<file path="config.mk">
export PLATFORM = sky130hd
export DESIGN_NAME = nfc_field_cmd
export DESIGN_NICKNAME = d
export VERILOG_FILES = /design/src/verilog/nfc_field_cmd.v
export VERILOG_INCLUDE_DIRS = /design/src /design/src/verilog
export SDC_FILE = /design/constraint.sdc
export NUM_CORES = 1
export LEC_CHECK = 0
export BUFFER_PORTS_ARGS = -buffer_cell sky130_fd_sc_hd__buf_2
export CORE_AREA = 2 2 152 154
export DETAILED_ROUTE_END_ITERATION = 16
export DIE_AREA = 0 0 154 156
export PLACE_DENSITY = 0.64
export SLEW_MARGIN = 20
export SYNTH_ARGS = -nofsm -noshare
export SYNTH_HDL_FRONTEND = slang
export SYNTH_SLANG_ARGS = --single-unit
</file>
<file path="constraint.sdc">
create_clock -name ref_clk -period 2.9 [get_ports ref_clk]
set_input_delay 0.145 -clock ref_clk [delete_from_list [all_inputs] [get_ports ref_clk]]
set_output_delay 0.145 -clock ref_clk [all_outputs]
set_load 0.02 [all_outputs]
</file>
<file path="src/verilog/nfc_field_cmd_defines.vh">
// Register map, field layout, command codes and timing for the command block
`ifndef NFC_FIELD_CMD_DEFINES_VH
`define NFC_FIELD_CMD_DEFINES_VH

// Register indices; byte address is four times the index
`define IDX_COMMAND 8'h01
`define IDX_OPERATION_CONTROL 8'h02
`define IDX_MODE_DEFINITION 8'h03
`define IDX_BIT_RATE_DEFINITION 8'h04
`define IDX_TYPE_A_106K_SETTINGS 8'h05
`define IDX_AUXILIARY_DEFINITION 8'h09
`define IDX_RECEIVER_CONFIG_1 8'h0a
`define IDX_RECEIVER_CONFIG_3 8'h0c
`define IDX_STATUS 8'h1a
`define IDX_EVENTS 8'h1b
`define IDX_RATE_DETECT_DISPLAY 8'h1c

// Reset values
`define RST_OPERATION_CONTROL 8'h00
`define RST_MODE_DEFINITION 8'h08
`define RST_BIT_RATE_DEFINITION 8'h00
`define RST_TYPE_A_106K_SETTINGS 8'h00
`define RST_AUXILIARY_DEFINITION 8'h00
`define RST_RECEIVER_CONFIG_1 8'h00
`define RST_RECEIVER_CONFIG_3 8'h00

// Bit positions
`define OPC_GLOBAL_EN 7
`define OPC_RX_ONE_CHANNEL 5
`define OPC_TX_EN 3
`define TYPEA_START_BYTE_LENGTH_INSERT 5
`define AUX_SLOT_COUNT_HIGH 7
`define AUX_SLOT_COUNT_LOW 6
`define AUX_MODULATION_TYPE_SELECT 5
`define AUX_FIELD_DETECT_EN 4
`define RXC1_CHANNEL_SELECT 7
`define RXC3_LIMITER 1
`define RXC3_GAIN_REDUCE 0
`define EVT_FIELD_ON_DONE 0
`define EVT_COLLISION 1

// Mode field is mode_definition[7:3]; its top bit marks a target mode
`define MODE_ISO_A 5'h01
`define MODE_ISO_B 5'h02
`define MODE_ACTIVE_INITIATOR 5'h03
`define MODE_SUBCARRIER_STREAM 5'h0e
`define MODE_BPSK_STREAM 5'h0f
`define MODE_TARGET_RATE_DETECT 5'h10
`define MODE_TARGET_ACTIVE 5'h11

// Command codes
`define CMD_CLEAR 8'hc2
`define CMD_TX_WITH_CHECKSUM 8'hc4
`define CMD_TX_WITHOUT_CHECKSUM 8'hc5
`define CMD_TX_REQUEST_A 8'hc6
`define CMD_TX_WAKEUP_A 8'hc7
`define CMD_INITIAL_FIELD_ON 8'hc8
`define CMD_RESPONSE_FIELD_ON 8'hc9
`define CMD_RESPONSE_FIELD_ON_N0 8'hca
`define CMD_GO_NORMAL_MODE 8'hcb
`define CMD_ANALOG_PRESET 8'hcc

// Transmit kinds on tx_kind
`define TXK_WITH_CHECKSUM 2'h0
`define TXK_WITHOUT_CHECKSUM 2'h1
`define TXK_REQUEST_A 2'h2
`define TXK_WAKEUP_A 2'h3

// Rates in units of 10 kHz keep every product inside 32 bits
`define CLK_10KHZ 32'd10000
`define FC_10KHZ 32'd1356
`define INITIAL_DELAY_PERIOD_FC 32'd4096
`define RF_WAITING_PERIOD_FC 32'd512
`define INITIAL_GUARD_PERIOD_MS 32'd5
`define ACTIVE_DELAY_PERIOD_FC 32'd768
`define ACTIVE_GUARD_PERIOD_FC 32'd1024

`endif

</file>
<file path="src/verilog/nfc_field_cmd.v">
// Direct command interpreter: transmit, field-on, normal mode, analog preset
`timescale 1ns/1ps
`include "nfc_field_cmd_defines.vh"

// Function
// - Transmit commands only while transmitter enabled
// - Request-A and wake-up-A need no clear
// - Next command may follow a transmit immediately
// - No completion event for transmit commands
// - No outside field: field on, guard, done
// - Outside field: collision flag, field stays off
// - Initial: 4096 plus n times 512, guard 5ms
// - Response: 768 plus n times 512, guard 1024
// - Response variant forces slot count zero
// - Active delay sits at lower limit
// - Field-on needs global enable, stable oscillator
// - Go-normal leaves rate detection for normal mode
// - Go-normal copies detected rate, sets modulation type
// - Analog preset loads settings from mode, rate
// - Active preset: one channel, transmitter off
// - Target or active initiator preset: transmitter off
// - Active preset sets start-byte and length insert
// - Clear stops activity, FIFO, timers, flags
module nfc_field_cmd
#(
   parameter [31:0] INITIAL_DELAY_CYC = (`INITIAL_DELAY_PERIOD_FC *
      `CLK_10KHZ + `FC_10KHZ - 32'd1) / `FC_10KHZ,
   parameter [31:0] RF_WAITING_CYC = (`RF_WAITING_PERIOD_FC *
      `CLK_10KHZ + `FC_10KHZ - 32'd1) / `FC_10KHZ,
   parameter [31:0] INITIAL_GUARD_CYC = `INITIAL_GUARD_PERIOD_MS *
      `CLK_10KHZ * 32'd10 + 32'd1,
   parameter [31:0] ACTIVE_DELAY_CYC = (`ACTIVE_DELAY_PERIOD_FC *
      `CLK_10KHZ + `FC_10KHZ - 32'd1) / `FC_10KHZ,
   parameter [31:0] ACTIVE_GUARD_CYC = (`ACTIVE_GUARD_PERIOD_FC *
      `CLK_10KHZ + `FC_10KHZ - 32'd1) / `FC_10KHZ
)
(
   input wire ref_clk,
   input wire rstn,
   input wire hsel,
   input wire [31:0] haddr,
   input wire [1:0] htrans,
   input wire hwrite,
   input wire [2:0] hsize,
   input wire [31:0] hwdata,
   input wire hready,
   output wire hreadyout,
   output wire hresp,
   output reg [31:0] hrdata,
   input wire ext_field_pin,
   input wire osc_freq_ok_pin,
   input wire osc_ampl_ok_pin,
   input wire [7:0] rate_detect_display,
   output reg tx_start,
   output reg [1:0] tx_kind,
   output reg activity_clear,
   output wire field_on,
   output wire [7:0] operation_control_out,
   output wire [7:0] type_a_settings_out,
   output wire [7:0] aux_definition_out,
   output wire [7:0] rx_config_1_out,
   output wire [7:0] rx_config_3_out
);

////////////////////////////////////////////////////////////////////////////
// Field-on sequencer states
localparam [1:0] F_IDLE = 2'd0;
localparam [1:0] F_DELAY = 2'd1;
localparam [1:0] F_GUARD = 2'd2;

reg [7:0] operation_control; // Global enable, rx channel, tx enable
reg [7:0] mode_definition; // Mode field in bits 7:3
reg [7:0] bit_rate_definition; // Transmit rate in bits 1:0
reg [7:0] type_a_106k_settings; // Start-byte option
reg [7:0] auxiliary_definition; // Slot count, modulation, detector
reg [7:0] rx_config_1; // Receive channel select
reg [7:0] rx_config_3; // Limiter and gain reduction
reg [1:0] events; // Sticky done and collision flags
reg [1:0] fstate; // Sequencer state
reg [31:0] fcount; // Cycles left in current phase
reg initial_seq; // Initial rather than response sequence
reg done_set; // One-cycle set for done flag
reg coll_set; // One-cycle set for collision flag
reg [2:0] pin_meta; // First synchroniser stage
reg [2:0] pin_sync; // Second synchroniser stage
reg wr_pend; // Write data phase pending
reg [7:0] wr_idx; // Register index of pending write

wire ext_field = pin_sync[0];
wire osc_freq_ok = pin_sync[1];
wire osc_ampl_ok = pin_sync[2];
wire [4:0] mode = mode_definition[7:3];
wire busy = (fstate != F_IDLE);
wire [1:0] slot_n = {auxiliary_definition[`AUX_SLOT_COUNT_HIGH],
   auxiliary_definition[`AUX_SLOT_COUNT_LOW]};
wire [31:0] slot_wait = {30'd0, slot_n} * RF_WAITING_CYC;
wire active_p2p = (mode == `MODE_ACTIVE_INITIATOR) ||
   (mode == `MODE_TARGET_ACTIVE) || (mode == `MODE_TARGET_RATE_DETECT);
wire stream_mode = (mode == `MODE_SUBCARRIER_STREAM) ||
   (mode == `MODE_BPSK_STREAM);

// Address phase and command write decode
wire addr_phase = hsel && hready && htrans[1];
wire [7:0] addr_idx = (haddr[31:10] == 22'd0) ? haddr[9:2] : 8'hff;
wire cmd_fire = wr_pend && (wr_idx == `IDX_COMMAND);
wire [7:0] cmd = hwdata[7:0];
wire en_ok = operation_control[`OPC_GLOBAL_EN];
wire tx_ok = operation_control[`OPC_TX_EN];
wire clear_ok = en_ok && osc_freq_ok;
wire field_ok = en_ok && osc_freq_ok && osc_ampl_ok && !busy;
wire evt_wr = wr_pend && (wr_idx == `IDX_EVENTS);

// Zero wait state slave, always OKAY
assign hreadyout = 1'b1;
assign hresp = 1'b0;
assign field_on = operation_control[`OPC_TX_EN];
assign operation_control_out = operation_control;
assign type_a_settings_out = type_a_106k_settings;
assign aux_definition_out = auxiliary_definition;
assign rx_config_1_out = rx_config_1;
assign rx_config_3_out = rx_config_3;

////////////////////////////////////////////////////////////////////////////
// Two-stage synchronisers for pins from the analog side
always @(posedge ref_clk or negedge rstn)
begin
   if (!rstn)
   begin
      pin_meta <= 3'h0;
      pin_sync <= 3'h0;
   end
   else
   begin
      pin_meta <= {osc_ampl_ok_pin, osc_freq_ok_pin, ext_field_pin};
      pin_sync <= pin_meta;
   end
end

////////////////////////////////////////////////////////////////////////////
// Bus address phase capture and read data
// Read data is registered; a write in the data phase just before is forwarded, except to command,
// status, events and rate display, so back-to-back write then read sees the new byte.
always @(posedge ref_clk or negedge rstn)
begin
   if (!rstn)
   begin
      wr_pend <= 1'b0;
      wr_idx <= 8'h00;
      hrdata <= 32'h0;
   end
   else
   begin
      wr_pend <= addr_phase && hwrite;
      if (addr_phase)
         wr_idx <= addr_idx;
      if (addr_phase && !hwrite)
      begin
         if (wr_pend && wr_idx == addr_idx && addr_idx != `IDX_EVENTS &&
            addr_idx != `IDX_COMMAND && addr_idx != `IDX_STATUS &&
            addr_idx != `IDX_RATE_DETECT_DISPLAY)
            // Forward pending write
            hrdata <= {24'h0, hwdata[7:0]};
         else
            hrdata <= {24'h0, read_mux(addr_idx)};
      end
   end
end

// Register read selection; unmapped and write-only read zero
function [7:0] read_mux;
   input [7:0] idx;
   begin
      case (idx)
         `IDX_OPERATION_CONTROL: read_mux = operation_control;
         `IDX_MODE_DEFINITION: read_mux = mode_definition;
         `IDX_BIT_RATE_DEFINITION: read_mux = bit_rate_definition;
         `IDX_TYPE_A_106K_SETTINGS: read_mux = type_a_106k_settings;
         `IDX_AUXILIARY_DEFINITION: read_mux = auxiliary_definition;
         `IDX_RECEIVER_CONFIG_1: read_mux = rx_config_1;
         `IDX_RECEIVER_CONFIG_3: read_mux = rx_config_3;
         `IDX_STATUS: read_mux = {4'h0, ext_field, osc_ampl_ok,
            osc_freq_ok, busy};
         `IDX_EVENTS: read_mux = {6'h0, events};
         `IDX_RATE_DETECT_DISPLAY: read_mux = rate_detect_display;
         default: read_mux = 8'h00;
      endcase
   end
endfunction

////////////////////////////////////////////////////////////////////////////
// Sticky event flags; a set in the clearing cycle wins
always @(posedge ref_clk or negedge rstn)
begin
   if (!rstn)
      events <= 2'b00;
   else
   begin
      // Clear command or write-one-to-clear, then hardware sets
      if (cmd_fire && cmd == `CMD_CLEAR && clear_ok)
         events <= {coll_set, done_set};
      else if (evt_wr)
         events <= (events & ~hwdata[1:0]) | {coll_set, done_set};
      else
         events <= events | {coll_set, done_set};
   end
end

////////////////////////////////////////////////////////////////////////////
// Registers, command execution and field-on sequencer
// One process owns every register a command may touch except the event
// flags, so bus writes and command effects never fight; later statements take priority.
always @(posedge ref_clk or negedge rstn)
begin
   if (!rstn)
   begin
      operation_control <= `RST_OPERATION_CONTROL;
      mode_definition <= `RST_MODE_DEFINITION;
      bit_rate_definition <= `RST_BIT_RATE_DEFINITION;
      type_a_106k_settings <= `RST_TYPE_A_106K_SETTINGS;
      auxiliary_definition <= `RST_AUXILIARY_DEFINITION;
      rx_config_1 <= `RST_RECEIVER_CONFIG_1;
      rx_config_3 <= `RST_RECEIVER_CONFIG_3;
      fstate <= F_IDLE;
      fcount <= 32'h0;
      initial_seq <= 1'b0;
      done_set <= 1'b0;
      coll_set <= 1'b0;
      tx_start <= 1'b0;
      tx_kind <= `TXK_WITH_CHECKSUM;
      activity_clear <= 1'b0;
   end
   else
   begin
      // Pulses default low
      done_set <= 1'b0;
      coll_set <= 1'b0;
      tx_start <= 1'b0;
      activity_clear <= 1'b0;

      // Plain register writes
      if (wr_pend)
      begin
         case (wr_idx)
            `IDX_OPERATION_CONTROL: operation_control <= hwdata[7:0];
            `IDX_MODE_DEFINITION: mode_definition <= hwdata[7:0];
            `IDX_BIT_RATE_DEFINITION: bit_rate_definition <= hwdata[7:0];
            `IDX_TYPE_A_106K_SETTINGS: type_a_106k_settings <= hwdata[7:0];
            `IDX_AUXILIARY_DEFINITION: auxiliary_definition <= hwdata[7:0];
            `IDX_RECEIVER_CONFIG_1: rx_config_1 <= hwdata[7:0];
            `IDX_RECEIVER_CONFIG_3: rx_config_3 <= hwdata[7:0];
            default: ; // Events, read-only, command or unmapped
         endcase
      end

      // Field-on sequencer
      case (fstate)
         F_IDLE: ;
         F_DELAY:
         begin
            if (ext_field)
            begin
               // Someone else radiates: report, keep own field off
               coll_set <= 1'b1;
               fstate <= F_IDLE;
            end
            else if (fcount <= 32'd1)
            begin
               // Quiet for the whole delay: switch on and guard
               operation_control[`OPC_TX_EN] <= 1'b1;
               fcount <= initial_seq ? INITIAL_GUARD_CYC :
                  ACTIVE_GUARD_CYC;
               fstate <= F_GUARD;
            end
            else
               fcount <= fcount - 32'd1;
         end
         F_GUARD:
         begin
            if (fcount <= 32'd1)
            begin
               done_set <= 1'b1;
               fstate <= F_IDLE;
            end
            else
               fcount <= fcount - 32'd1;
         end
         default: fstate <= F_IDLE;
      endcase

      // Command execution; refused commands fall through untouched
      if (cmd_fire)
      begin
         case (cmd)
            `CMD_CLEAR:
            begin
               if (clear_ok)
               begin
                  // Aborts any field-on sequence as well
                  activity_clear <= 1'b1;
                  fstate <= F_IDLE;
                  fcount <= 32'h0;
               end
            end
            `CMD_TX_WITH_CHECKSUM, `CMD_TX_WITHOUT_CHECKSUM,
            `CMD_TX_REQUEST_A, `CMD_TX_WAKEUP_A:
            begin
               // No busy state and no event: next command may follow
               if (tx_ok)
               begin
                  tx_start <= 1'b1;
                  tx_kind <= cmd[1:0];
               end
            end
            `CMD_INITIAL_FIELD_ON:
            begin
               if (field_ok)
               begin
                  initial_seq <= 1'b1;
                  fcount <= INITIAL_DELAY_CYC + slot_wait;
                  fstate <= F_DELAY;
               end
            end
            `CMD_RESPONSE_FIELD_ON, `CMD_RESPONSE_FIELD_ON_N0:
            begin
               if (field_ok)
               begin
                  initial_seq <= 1'b0;
                  // Shortest legal active delay; host latency fills rest
                  if (cmd == `CMD_RESPONSE_FIELD_ON_N0)
                     fcount <= ACTIVE_DELAY_CYC;
                  else
                     fcount <= ACTIVE_DELAY_CYC + slot_wait;
                  fstate <= F_DELAY;
               end
            end
            `CMD_GO_NORMAL_MODE:
            begin
               if (en_ok && mode == `MODE_TARGET_RATE_DETECT)
               begin
                  mode_definition <= {`MODE_TARGET_ACTIVE,
                     mode_definition[2:0]};
                  bit_rate_definition <= rate_detect_display;
                  // Only the lowest rate uses on-off keying
                  auxiliary_definition[`AUX_MODULATION_TYPE_SELECT] <=
                     (rate_detect_display[1:0] != 2'h0);
               end
            end
            `CMD_ANALOG_PRESET:
            begin
               // Stream modes left alone; host must not ask there
               if (en_ok && !stream_mode)
               begin
                  auxiliary_definition[`AUX_MODULATION_TYPE_SELECT] <=
                     (mode == `MODE_ISO_B) ||
                     (bit_rate_definition[1:0] != 2'h0);
                  auxiliary_definition[`AUX_FIELD_DETECT_EN] <= active_p2p;
                  rx_config_1[`RXC1_CHANNEL_SELECT] <= !active_p2p;
                  rx_config_3[`RXC3_LIMITER] <= active_p2p;
                  rx_config_3[`RXC3_GAIN_REDUCE] <= active_p2p;
                  type_a_106k_settings[`TYPEA_START_BYTE_LENGTH_INSERT] <=
                     active_p2p;
                  if (active_p2p)
                     operation_control[`OPC_RX_ONE_CHANNEL] <=
                        1'b1;
                  if (active_p2p || mode[4])
                     operation_control[`OPC_TX_EN] <=
                        1'b0;
               end
            end
            default: ; // Unknown codes ignored
         endcase
      end
   end
end

endmodule

</file>
## Word-level counts from Yosys, hierarchy flattened

Index checks and enable logic that the tools add are counted.
W data, S select, Z words.

- Flip-flop bits (word level): 146
- Input bits: 85
- Output and inout port bits: 79
- Word-level logic and storage cells: 206

- $add $sub $neg: 3
- Multipliers: 1
- Order comparisons: 1
- Equal/unequal tests: 45
- Multiplexer cells: 82
- Bitwise gates (word level): 4
- Reductions and logical operators: 43

Operators with widths:

| operator | count |
|---|---|
| $mux W32 | 7 |
| $mux W8 | 14 |
| $pmux W32 S3 | 1 |
| $eq A8 B8 Y1 const B | 10 |
| $pmux W8 S10 | 1 |
| $pmux W32 S2 | 1 |
| $eq A8 B4 Y1 const B | 6 |
| $mux W6 | 6 |
| $eq A8 B2 Y1 const B | 4 |
| $eq A8 B3 Y1 const B | 4 |
| $eq A8 B5 Y1 const B | 4 |
| $le A32 B1 Y1 const B | 1 |
| $sub A32 B1 Y32 const B | 1 |
| $mux W1 | 31 |
| $mux W2 | 15 |
| $ne A8 B5 Y1 const B | 3 |
| $logic_not A22 Y1 | 1 |
| $mux W19 | 1 |
| $logic_and A1 B1 Y1 | 18 |
| $add A15 B14 Y16 const A | 1 |
| $add A13 B14 Y15 const A | 1 |
| $mux W15 | 1 |
| $eq A5 B2 Y1 const B | 2 |
| $eq A5 B4 Y1 const B | 2 |
| 25 further kinds | 43 |

## Depth between registers and ports, before layout

Gate-level depths: netlist (run 1).

- Depth after elaboration: 10
- Gate-level depth with buffers: 10
- Depth with buffers taken out: 9

## Worst setup path before layout (run 1)

OpenSTA, ideal clock, no wires.

- Path kind: register -> register
- Start: reg fcount[29]
- End: reg fcount[2]
- Library setup time: 136 ps
- Data arrival time: 2413 ps
- Required time: 2764 ps
- Setup slack: 351 ps
- Stages on the path, launching flop included: 9
- Path buffers: 1
- Period minus slack after synthesis: 2549 ps
- Cells stage by stage: dfrtp_1 -> or3_1 -> or4_4 -> buf_6 -> o41ai_4 -> nor2_2 -> and3_1 -> o22ai_1 -> a21oi_1

- Word-level cells in the longest chain between the ends: 7

Ends and longest elaborated chain:

| what | RTL line | source |
|---|---|---|
| start, declared | nfc_field_cmd.v:80 | `reg [31:0] fcount;` |
| start signal, assigned | nfc_field_cmd.v:270 | `fcount <= initial_seq ? INITIAL_GUARD_CYC :` |
| start signal, assigned | nfc_field_cmd.v:275 | `fcount <= fcount - 32'd1;` |
| start signal, assigned | nfc_field_cmd.v:285 | `fcount <= fcount - 32'd1;` |
| $le A32 B1 Y1 * | nfc_field_cmd.v:266, nfc_field_cmd.v:279 |  |
| $mux W32 | nfc_field_cmd.v:266 | `else if (fcount <= 32'd1)` |
| $mux W32 | nfc_field_cmd.v:260 | `if (ext_field)` |
| $pmux W32 S2 * | nfc_field_cmd.v:256 | `case (fstate)` |
| $mux W32, on equally long branches | nfc_field_cmd.v:325, nfc_field_cmd.v:296, nfc_field_cmd.v:316 |  |
| $pmux W32 S3 | nfc_field_cmd.v:293 | `case (cmd)` |
| $mux W32 * | nfc_field_cmd.v:291 | `if (cmd_fire)` |

Mark *: on every way between the ends. The rest lies on a longest branch, timed or not.
A chain may end at the register's enable or synchronous reset.

## Worst setup path in the final report (run 1)

- Start: reg fcount[25]
- End: reg fcount[16]

The elaborated chain is that of the path after synthesis.

==> results.ini, run 1 <==
[run_status]
outcome=finished, final reports clean

[placed_design]
gp_congestion=0.8905
port_buffers=107
pre_cts_ws_ps=157.3
hpwl_um=16870

[pwr]
p_int_uw=3039
cellLeakagePower_uw=0.004087
power_uw=4141
seqPwrFrac_pct=42.5
clock_power_share_pct=49.5
vdd_drop_max_mv=0.3248
pwr-share-comb_pct=8.0
p_sw_uw=1103
p_per_area_mw_per_mm2=447.0
swShare_pct=26.63

[setup_path]
r2r_setup_slack_ps=150
crit_buf_inv=0
critPathMaxFanout=16
end_kind=flop
path_delay_family=simple AND/OR/NAND/NOR gates
arrival_ps=3060
critPathMaxStageDelay_ps=540
crit_path_cell_trace=or3_1 -> or4_4 -> or3_4 -> nand2_4 -> a211oi_1 -> a21o_1 -> a22o_1
critPathKind=flop to flop
critPathLaunchType=flop
required_ps=3210
slowest_stage=or4_4

[detailed_routing]
via_count=7232
drcViolationCount=0
wl_per_cell_um=18.21
initialDrtViolationCount=587
drt-pass1-iter-count=7
wl_um=23400
ant_nets=0
via_per_inst=5.628

[global_routing]
grt_pass1_wl_um=37070
grt_max_degree=86
grt_pass1_vias=6788
grt_use_total_pct=19.36
grt_overflow=0
antenna_found_initial=0

[timing]
fin_setup_tns_ps=0
clock_skew_ps=11.79
layout_setup_ws_ps=147.0
period_share_pct=94.93
min_period_ps=2753
maxSlewHeadroom_pct=36.00
final-setup-viol-count=0
hold_viol_final=0
max_freq_mhz=363.2
holdWs_ps=13.59
worst_pin_slew_ps=956.5
slew_violations=0
rsz0062_at_grt=false

[synth]
yosysMostFrequentCell=dfrtp_1
synth_cells=869
yosysTopAreaCellShare_pct=39.00
synthFlopType=dfrtp_1
synth_seq_cells=122
synthTopCellsByArea=dfrtp_1 39%, mux2_2 5.1%, a21oi_1 4.1%
synth_edf_count=0
ys_warn_count=0
synth.distinct_cells=86
ys_top_cells_by_count=121 x dfrtp_1, 81 x nand2_1, 77 x nor2_1
synthArstFlopShare_pct=100.0
yosysTopAreaCell=dfrtp_1
netlist_area_mm2=0.007764
synth_seq_area_share_pct=39.34
postSynthAreaPerCell_um2=8.934

[job]
maxCapViolations=0

[clock_tree]
clkSinkCount=122
clock_path_buffers=2
root_buffer=clkbuf_16
post-cts-setup-buffers=0
insertion_delay_ps=420
cts_made_buffers=17
cts_max_level=4
cts_resized=0
tritoncts=built
clk_pin_slew_ps=60

[cells_and_area]
final_util_pct=41.42
diodes=0
layout-drive-gt1-share_pct=25.00
synthToLayoutAreaGrowth_pct=19.32
nets=1083
nFillCells=2215

[min_path]
hold_class=input pin to flop

[die]
start_util_pct=34.71
fp-row-count=55
die_h_um=156
pin_count=164
die_w_um=154
die_area_mm2=0.02402
core_mm2=0.02237

[cell type report]
| class | count | area (um2) | area share (%) |
|---|---|---|---|
| Timing Repair Buffer | 155 | 928.4 | 10.02 |
| Clock inverter | 14 | 133.9 | 1.445 |
| Inverter | 17 | 63.81 | 0.6888 |
| Sequential cell | 122 | 3054 | 32.97 |
| Clock buffer | 18 | 429.2 | 4.633 |
| Tap cell | 285 | 356.6 | 3.849 |
| Multi-Input combinational cell | 674 | 4298 | 46.39 |
[power groups by stage]
| stage | registers [uW] | logic [uW] | clock network, uW |
|---|---|---|---|
| 6_report | 1760 | 331 | 2050 |
| 5_1_grt | 1760 | 362 | 2160 |
| 4_1_cts | 1760 | 330 | 2080 |
| 3_5_place_dp | 1790 | 321 | 0 |
| 3_3_place_gp | 1790 | 318 | 0 |
| 2_1_floorplan | 1800 | 187 | 0 |
[cells in the final DEF, fill, tap and decap left out, types with 7 or more instances in the layout]
cell / count
clkbuf_16: 17
inv_6: 7
nor3_1: 25
nor3b_1: 7
a21o_1: 12
a22oi_1: 16
nor2b_1: 14
conb_1: 26
nand3b_1: 9
ha_1: 11
nand2_1: 81
o21ai_1: 12
o211ai_1: 10
mux2_2: 35
nand3_1: 21
a31oi_1: 13
inv_1: 17
nor4_1: 18
buf_4: 41
buf_2: 106
nor2_1: 77
xnor2_1: 10
or3_1: 9
o21ai_0: 46
a22o_1: 7
mux2i_1: 21
a21oi_1: 64
dlygate4sd3_1: 7
nand4_1: 9
dfrtp_1: 121
[sequential cells by signal (all words and copies together) (netlist names)]
| register | cells |
|---|---|
| bit_rate_definition | 8 |
| fcount | 32 |
| coll_set | 1 |
| wr_pend | 1 |
| aux_definition_out | 8 |
| initial_seq | 1 |
| tx_start | 1 |
| pin_sync | 3 |
| tx_kind | 2 |
| done_set | 1 |
| rx_config_1_out | 8 |
| mode_definition | 8 |
| events | 2 |
| type_a_settings_out | 8 |
| rx_config_3_out | 8 |
| wr_idx | 8 |
| operation_control_out | 8 |
| hrdata | 8 |
| fstate | 2 |
| pin_meta | 3 |
| activity_clear | 1 |
[cell families after synthesis]
family / after synthesis / synth area share, %
xor+xnor: 15 / 1.692
simple gates: 329 / 22.71
buf+inv: 97 / 6.462
fa+ha+maj: 11 / 1.773
flops: 122 / 39.34
compound gates: 236 / 19.95
mux: 57 / 7.977
other cells: 2 / 0.09673
[metrics by stage]
step	cells	area [um2]
floorplan	893	7854
global placement	1246	8631
detailed placement	1246	8631
CTS	1285	9264
global route	1285	9264
finish	1285	9264
[tightest hold or removal path, cell delays in order]
cell and delay (ps):
buf_2 100, nor2_1 40, a21oi_1 100
[what timing repair did]
action / CTS / global route
hold buffers: 7 / 0
endpoints found under the hold margin: 42 / 0
setup endpoints to repair: 0 / 0
[routing by layer]
metal  wire [um]  global-route usage [%]  vias to the layer above
met2       10750                   30.09                      290
met5           0                       0                        -
met3        1314                   3.250                       56
li1            -                       -                     3377
met1       10720                   27.10                     3509
met4         612                   7.210                        0
[worst paths after layout]
path	from	to	cells after the start
setup reg to reg	fcount[25]$_DFF_PN0_	fcount[16]$_DFF_PN0_	7
min in group asynchronous	rstn	rx_config_3_out[7]$_DFFE_PN0P_	2
setup / recovery	fcount[25]$_DFF_PN0_	fcount[16]$_DFF_PN0_	7
max in group asynchronous	rstn	activity_clear$_DFF_PN0_	3
hold / removal	rate_detect_display[5]	bit_rate_definition[5]$_DFF_PN0_	3
hold reg to reg	pin_meta[2]$_DFF_PN0_	pin_sync[2]$_DFF_PN0_	0
(Power assumes the default switching activity.)
==> inputs of run 2 (changes only) <==
MAX_ROUTING_LAYER = met4   (was not set)
SETUP_SLACK_MARGIN = 0.02   (was not set)
==> run 2 against run 1 <==
Effect of this change: via count barely moved; first-iteration DRC count fell by 7.3%; hold slack got worse by 4.2 ps; non-clock buffer count did not move; fmax rose by 2.1%; sequential power barely moved; clock skew rose by 1.6 ps; critical path depth did not move; global-route usage rose by 0.61 points; count of clock-buffer cells in the layout did not move; final area did not move; total power rose by 0.14%; critical path type unchanged; largest cell class unchanged.
==> results.ini, run 2 (synthesis results as in run 1) <==
[setup_path]
path_delay_family=simple AND/OR/NAND/NOR gates
arrival_ps=3010
end_kind=flop
critPathMaxFanout=16
slowest_stage=or4_4
critPathKind=flop to flop
critPathMaxStageDelay_ps=540
crit_buf_inv=0
required_ps=3210
critPathLaunchType=flop
crit_path_cell_trace=or3_1 -> or4_4 -> or3_4 -> nand2_4 -> a211oi_1 -> a21o_1 -> a22o_1

[min_path]
hold_class=input pin to flop

[placed_design]
gp_congestion=0.9055
port_buffers=107
place_area_mm2=0.008631
hpwl_um=16870

[cells_and_area]
diodes=0
max_flop_register=fcount
nets=1083
mostFrequentLayoutCell=dfrtp_1
final_area_mm2=0.009264
largest_reg_flops=32
final_cell_mix=121 x dfrtp_1, 106 x buf_2, 81 x nand2_1
layout-drive-gt1-share_pct=25.00
synthToLayoutAreaGrowth_pct=19.32

[clock_tree]
cts_resized=0
insertion_delay_ps=430
clk_pin_slew_ps=60
cts_max_level=4
tritoncts=built
clock_path_buffers=2
root_buffer=clkbuf_16
clkSinkCount=122
post-cts-setup-buffers=0
cts_made_buffers=17

[detailed_routing]
initialDrtViolationCount=544
ant_nets=0
drcViolationCount=0
via_count=7236
wl_um=23470
via_per_inst=5.631
drt-pass1-iter-count=5
wl_per_cell_um=18.27

[die]
core_mm2=0.02237
die_w_um=154
die_area_mm2=0.02402
fp-row-count=55
die_h_um=156
pin_count=164
start_util_pct=34.71

[timing]
rsz0062_at_grt=false
worst_pin_slew_ps=943.2
clock_skew_ps=13.35
max_freq_mhz=370.8
min_period_ps=2697
hold_viol_final=0
period_share_pct=92.99
slew_violations=0
final-setup-viol-count=0
maxSlewHeadroom_pct=36.89
fin_setup_tns_ps=0

[global_routing]
grt_overflow=0
grt_pass1_wl_um=37130
antenna_found_initial=0
grt_use_total_pct=19.97
grt_max_degree=86
grt_pass1_vias=6759

[run_status]
outcome=finished, final reports clean

[pwr]
vdd_drop_max_mv=0.3280
cellLeakagePower_uw=0.004087
p_per_area_mw_per_mm2=447.6

[job]
maxCapViolations=0

[run 2: report_power, final]
group	switching, uW	internal, uW	total (uW)	leakage (uW)
clock network	860	1200	2060	0.000273
registers	28.9	1730	1760	0.00143
logic	219	112	331	0.00238
[run 2: metal layers]
layer	vias up	wire, um	track usage, %	part of all wire (%)
met2	281	10830	30.07	46
li1	3376	-	-	-
met5	-	0	-	0
met1	3531	10810	27.24	46
met4	0	542	6.987	2.3
met3	48	1286	3.361	5.5
[run 2: through the flow]
step	utilization (%)	total power, uW	std cells	hold WS, ps	setup WS [ps]
after CTS	41.42	4167	1285	1.785	135.1
after floorplan	-	1988	893	-150.6	351.4
after global routing	41.42	4285	1285	20.48	63.75
after global placement	38.59	2108	1246	147.2	196.6
after detailed placement	38.59	2112	1246	151.8	157.3
final	41.42	4147	1285	9.422	203.4
[run 2: worst paths after layout]
| check | slack, ps | to | depth (start not counted) | startpoint |
|---|---|---|---|---|
| max reg2reg | 200 | fcount[16]$_DFF_PN0_ | 7 | fcount[25]$_DFF_PN0_ |
| max in group asynchronous | 1810 | activity_clear$_DFF_PN0_ | 3 | rstn |
| min in group asynchronous | 250 | rx_config_3_out[7]$_DFFE_PN0P_ | 2 | rstn |
| max | 200 | fcount[16]$_DFF_PN0_ | 7 | fcount[25]$_DFF_PN0_ |
| min reg2reg | 350 | pin_sync[2]$_DFF_PN0_ | 0 | pin_meta[2]$_DFF_PN0_ |
| min | 9 | bit_rate_definition[5]$_DFF_PN0_ | 3 | rate_detect_display[5] |
[run 2: final cells by class]
class	count	area (um2)
fill	2215	13100
multi-input combinational	674	4298
sequential	122	3054
timing repair buffer	155	928.4
clock buffer	18	429.2
tap	285	356.6
clock inverter	14	133.9
inverter	17	63.81
[run 2: what timing repair did]
action,4_1_cts,5_1_grt
endpoints found under the hold margin,42,0
setup endpoints to repair,0,1
hold buffers,7,0
[run 2: tightest hold or removal path, delay by kind of cell]
family	cells	cell delay [ps]
AO/OA/AOI/OAI	1	100
buffers and inverters	1	100
AND/OR/NAND/NOR	1	40
==> inputs of run 3 (changes only) <==
CELL_PAD_IN_SITES_DETAIL_PLACEMENT = 2   (was not set)
CELL_PAD_IN_SITES_GLOBAL_PLACEMENT = 2   (was not set)
CORE_AREA = 2 2 157 159   (was 2 2 152 154)
DIE_AREA = 0 0 159 161   (was 0 0 154 156)
GPL_ROUTABILITY_DRIVEN = 0   (was not set)
PLACE_DENSITY = 0.88   (was 0.64)
==> run 3 against run 2 <==
Effect of this change: count of clock-buffer cells in the layout is 1 lower; register-to-register slack worse by 170 ps; core utilization is 2.1 points lower; combinational power is 17% higher; via count is 16% higher; largest cell class unchanged; largest power group unchanged.
==> results.ini, run 3 (synthesis results as in run 1) <==
[setup_path]
end_kind=flop
required_ps=3210
arrival_ps=3180
critPathMaxFanout=8
critPathLaunchType=flop
critPathKind=flop to flop
critPathMaxStageDelay_ps=580
slowest_stage=or4_4
crit_path_cell_trace=or3_1 -> or4_4 -> o41ai_4 -> nand2b_1 -> buf_4 -> a21oi_2 -> o22ai_1 -> a21oi_1

[clock_tree]
clk_pin_slew_ps=80
cts_made_buffers=17
cts_max_level=4
clkSinkCount=122
clock_path_buffers=2
root_buffer=clkbuf_16
tritoncts=built
insertion_delay_ps=460

[timing]
holdWs_ps=2.902
slew_violations=0
min_period_ps=2868
hold_viol_final=0
maxSlewHeadroom_pct=42.34
worst_pin_slew_ps=864.9
final-setup-viol-count=0
layout_setup_ws_ps=31.72
clock_skew_ps=13.15
max_freq_mhz=348.6
period_share_pct=98.91

[cells_and_area]
stdcell_count=1331
final_cell_mix=121 x dfrtp_1, 106 x buf_2, 81 x nand2_1
nFillCells=2660
mostFrequentLayoutCell=dfrtp_1
largest_reg_flops=32
final_area_mm2=0.009414
synthToLayoutAreaGrowth_pct=21.26
layout-drive-gt1-share_pct=26.14
max_flop_register=fcount
nets=1089

[die]
pin_count=164
core_mm2=0.02396
die_w_um=159
fp-row-count=57
start_util_pct=32.40
die_h_um=161
die_area_mm2=0.02560

[global_routing]
met1_usage_pct=33.98
grt_overflow=0
antenna_found_initial=1
grt_util_met2_pct=49.19
busiest_layer=met2
grt_pass1_vias=9111
grt_max_degree=63
grt_pass1_wl_um=57410
grtUsageMet3_pct=7.114
grt_use_total_pct=30.26

[min_path]
hold_class=input pin to flop

[detailed_routing]
wl_um=38920
drt-pass1-iter-count=5
initialDrtViolationCount=979
wl_per_cell_um=29.24
via_per_inst=6.317
ant_nets=0
drcViolationCount=0
via_count=8408

[pwr]
vdd_drop_max_mv=0.3841
p_per_area_mw_per_mm2=465.8
cellLeakagePower_uw=0.004135

[job]
maxCapViolations=0

[run_status]
outcome=finished, final reports clean

[placed_design]
port_buffers=107
place_area_mm2=0.008717
hpwl_um=24610
dp_cells=1290
pre_cts_ws_ps=120.4

## run 3: changes by cell type in the layout (fill, tap and decap cells not counted), moves of 2 or more
cell / previous run / this run
buf_4: 41 / 48
clkinv_2: 2 / 0
clkinv_8: 0 / 3
clkinvlp_4: 2 / 0
inv_8: 0 / 5
nor3_1: 25 / 22
nor3_2: 3 / 6
## run 3: worst max-delay path, delay by kind of cell (launching register included)
kind            cells  cell delay [ps]
simple gates        3             1320
flops               1              410
buf+inv             1              220
compound gates      4              760
## run 3: cell type report
type / count / area [um2] / area share [%]
inverter: 17 / 63.81 / 0.6778
antenna: 1 / 2.502 / 0.02658
timing repair buffer: 161 / 970.9 / 10.31
clock inverter: 15 / 166.4 / 1.768
multi-input combinational: 674 / 4325 / 45.95
sequential: 122 / 3054 / 32.44
tap: 324 / 405.4 / 4.306
clock buffer: 17 / 425.4 / 4.519
## run 3: through the flow
step                      utilization, %  total power (uW)  TNS [ps]
after floorplan                        -              1988         0
after global placement             36.38              2125         0
after detailed placement           36.38              2149         0
after CTS                          39.14              4367         0
after global routing               39.29              4484    -251.4
final                              39.29              4385         0
## run 3: routing by layer
metal | routed length (um) | up-vias
met5 | 0 | -
met4 | 2678 | 0
met3 | 2831 | 232
met1 | 14590 | 4228
met2 | 18830 | 567
li1 | - | 3381
## run 3: timing repair
| action | in CTS | in global routing |
|---|---|---|
| pin swaps | 0 | 2 |
| setup buffers | 0 | 2 |
| hold endpoints to repair | 63 | 0 |
| hold buffers | 6 | 0 |
| setup endpoints to repair | 5 | 14 |
| gates resized for setup | 2 | 4 |
## run 3: path summary, 6_finish.rpt
kind                       cells after the start                        endpoint             startpoint  slack (ps)
setup / recovery                               8             fcount[2]$_DFF_PN0_   fcount[26]$_DFF_PN0_          30
hold / removal                                 3           wr_idx[7]$_DFFE_PN0P_               haddr[9]           3
setup reg to reg                               8             fcount[2]$_DFF_PN0_   fcount[26]$_DFF_PN0_          30
max in group asynchronous                      3            fcount[12]$_DFF_PN0_                   rstn        1730
hold reg to reg                                0           pin_sync[0]$_DFF_PN0_  pin_meta[0]$_DFF_PN0_         350
min in group asynchronous                      2  rx_config_3_out[4]$_DFFE_PN0P_                   rstn         350
## run 3: where the power goes
group,internal [uW],leakage [uW],switching [uW]
Combinational,115,0.00241,273
Sequential,1730,0.00143,33.6
Clock,1160,0.000292,1070
Total,3000,0.00414,1380
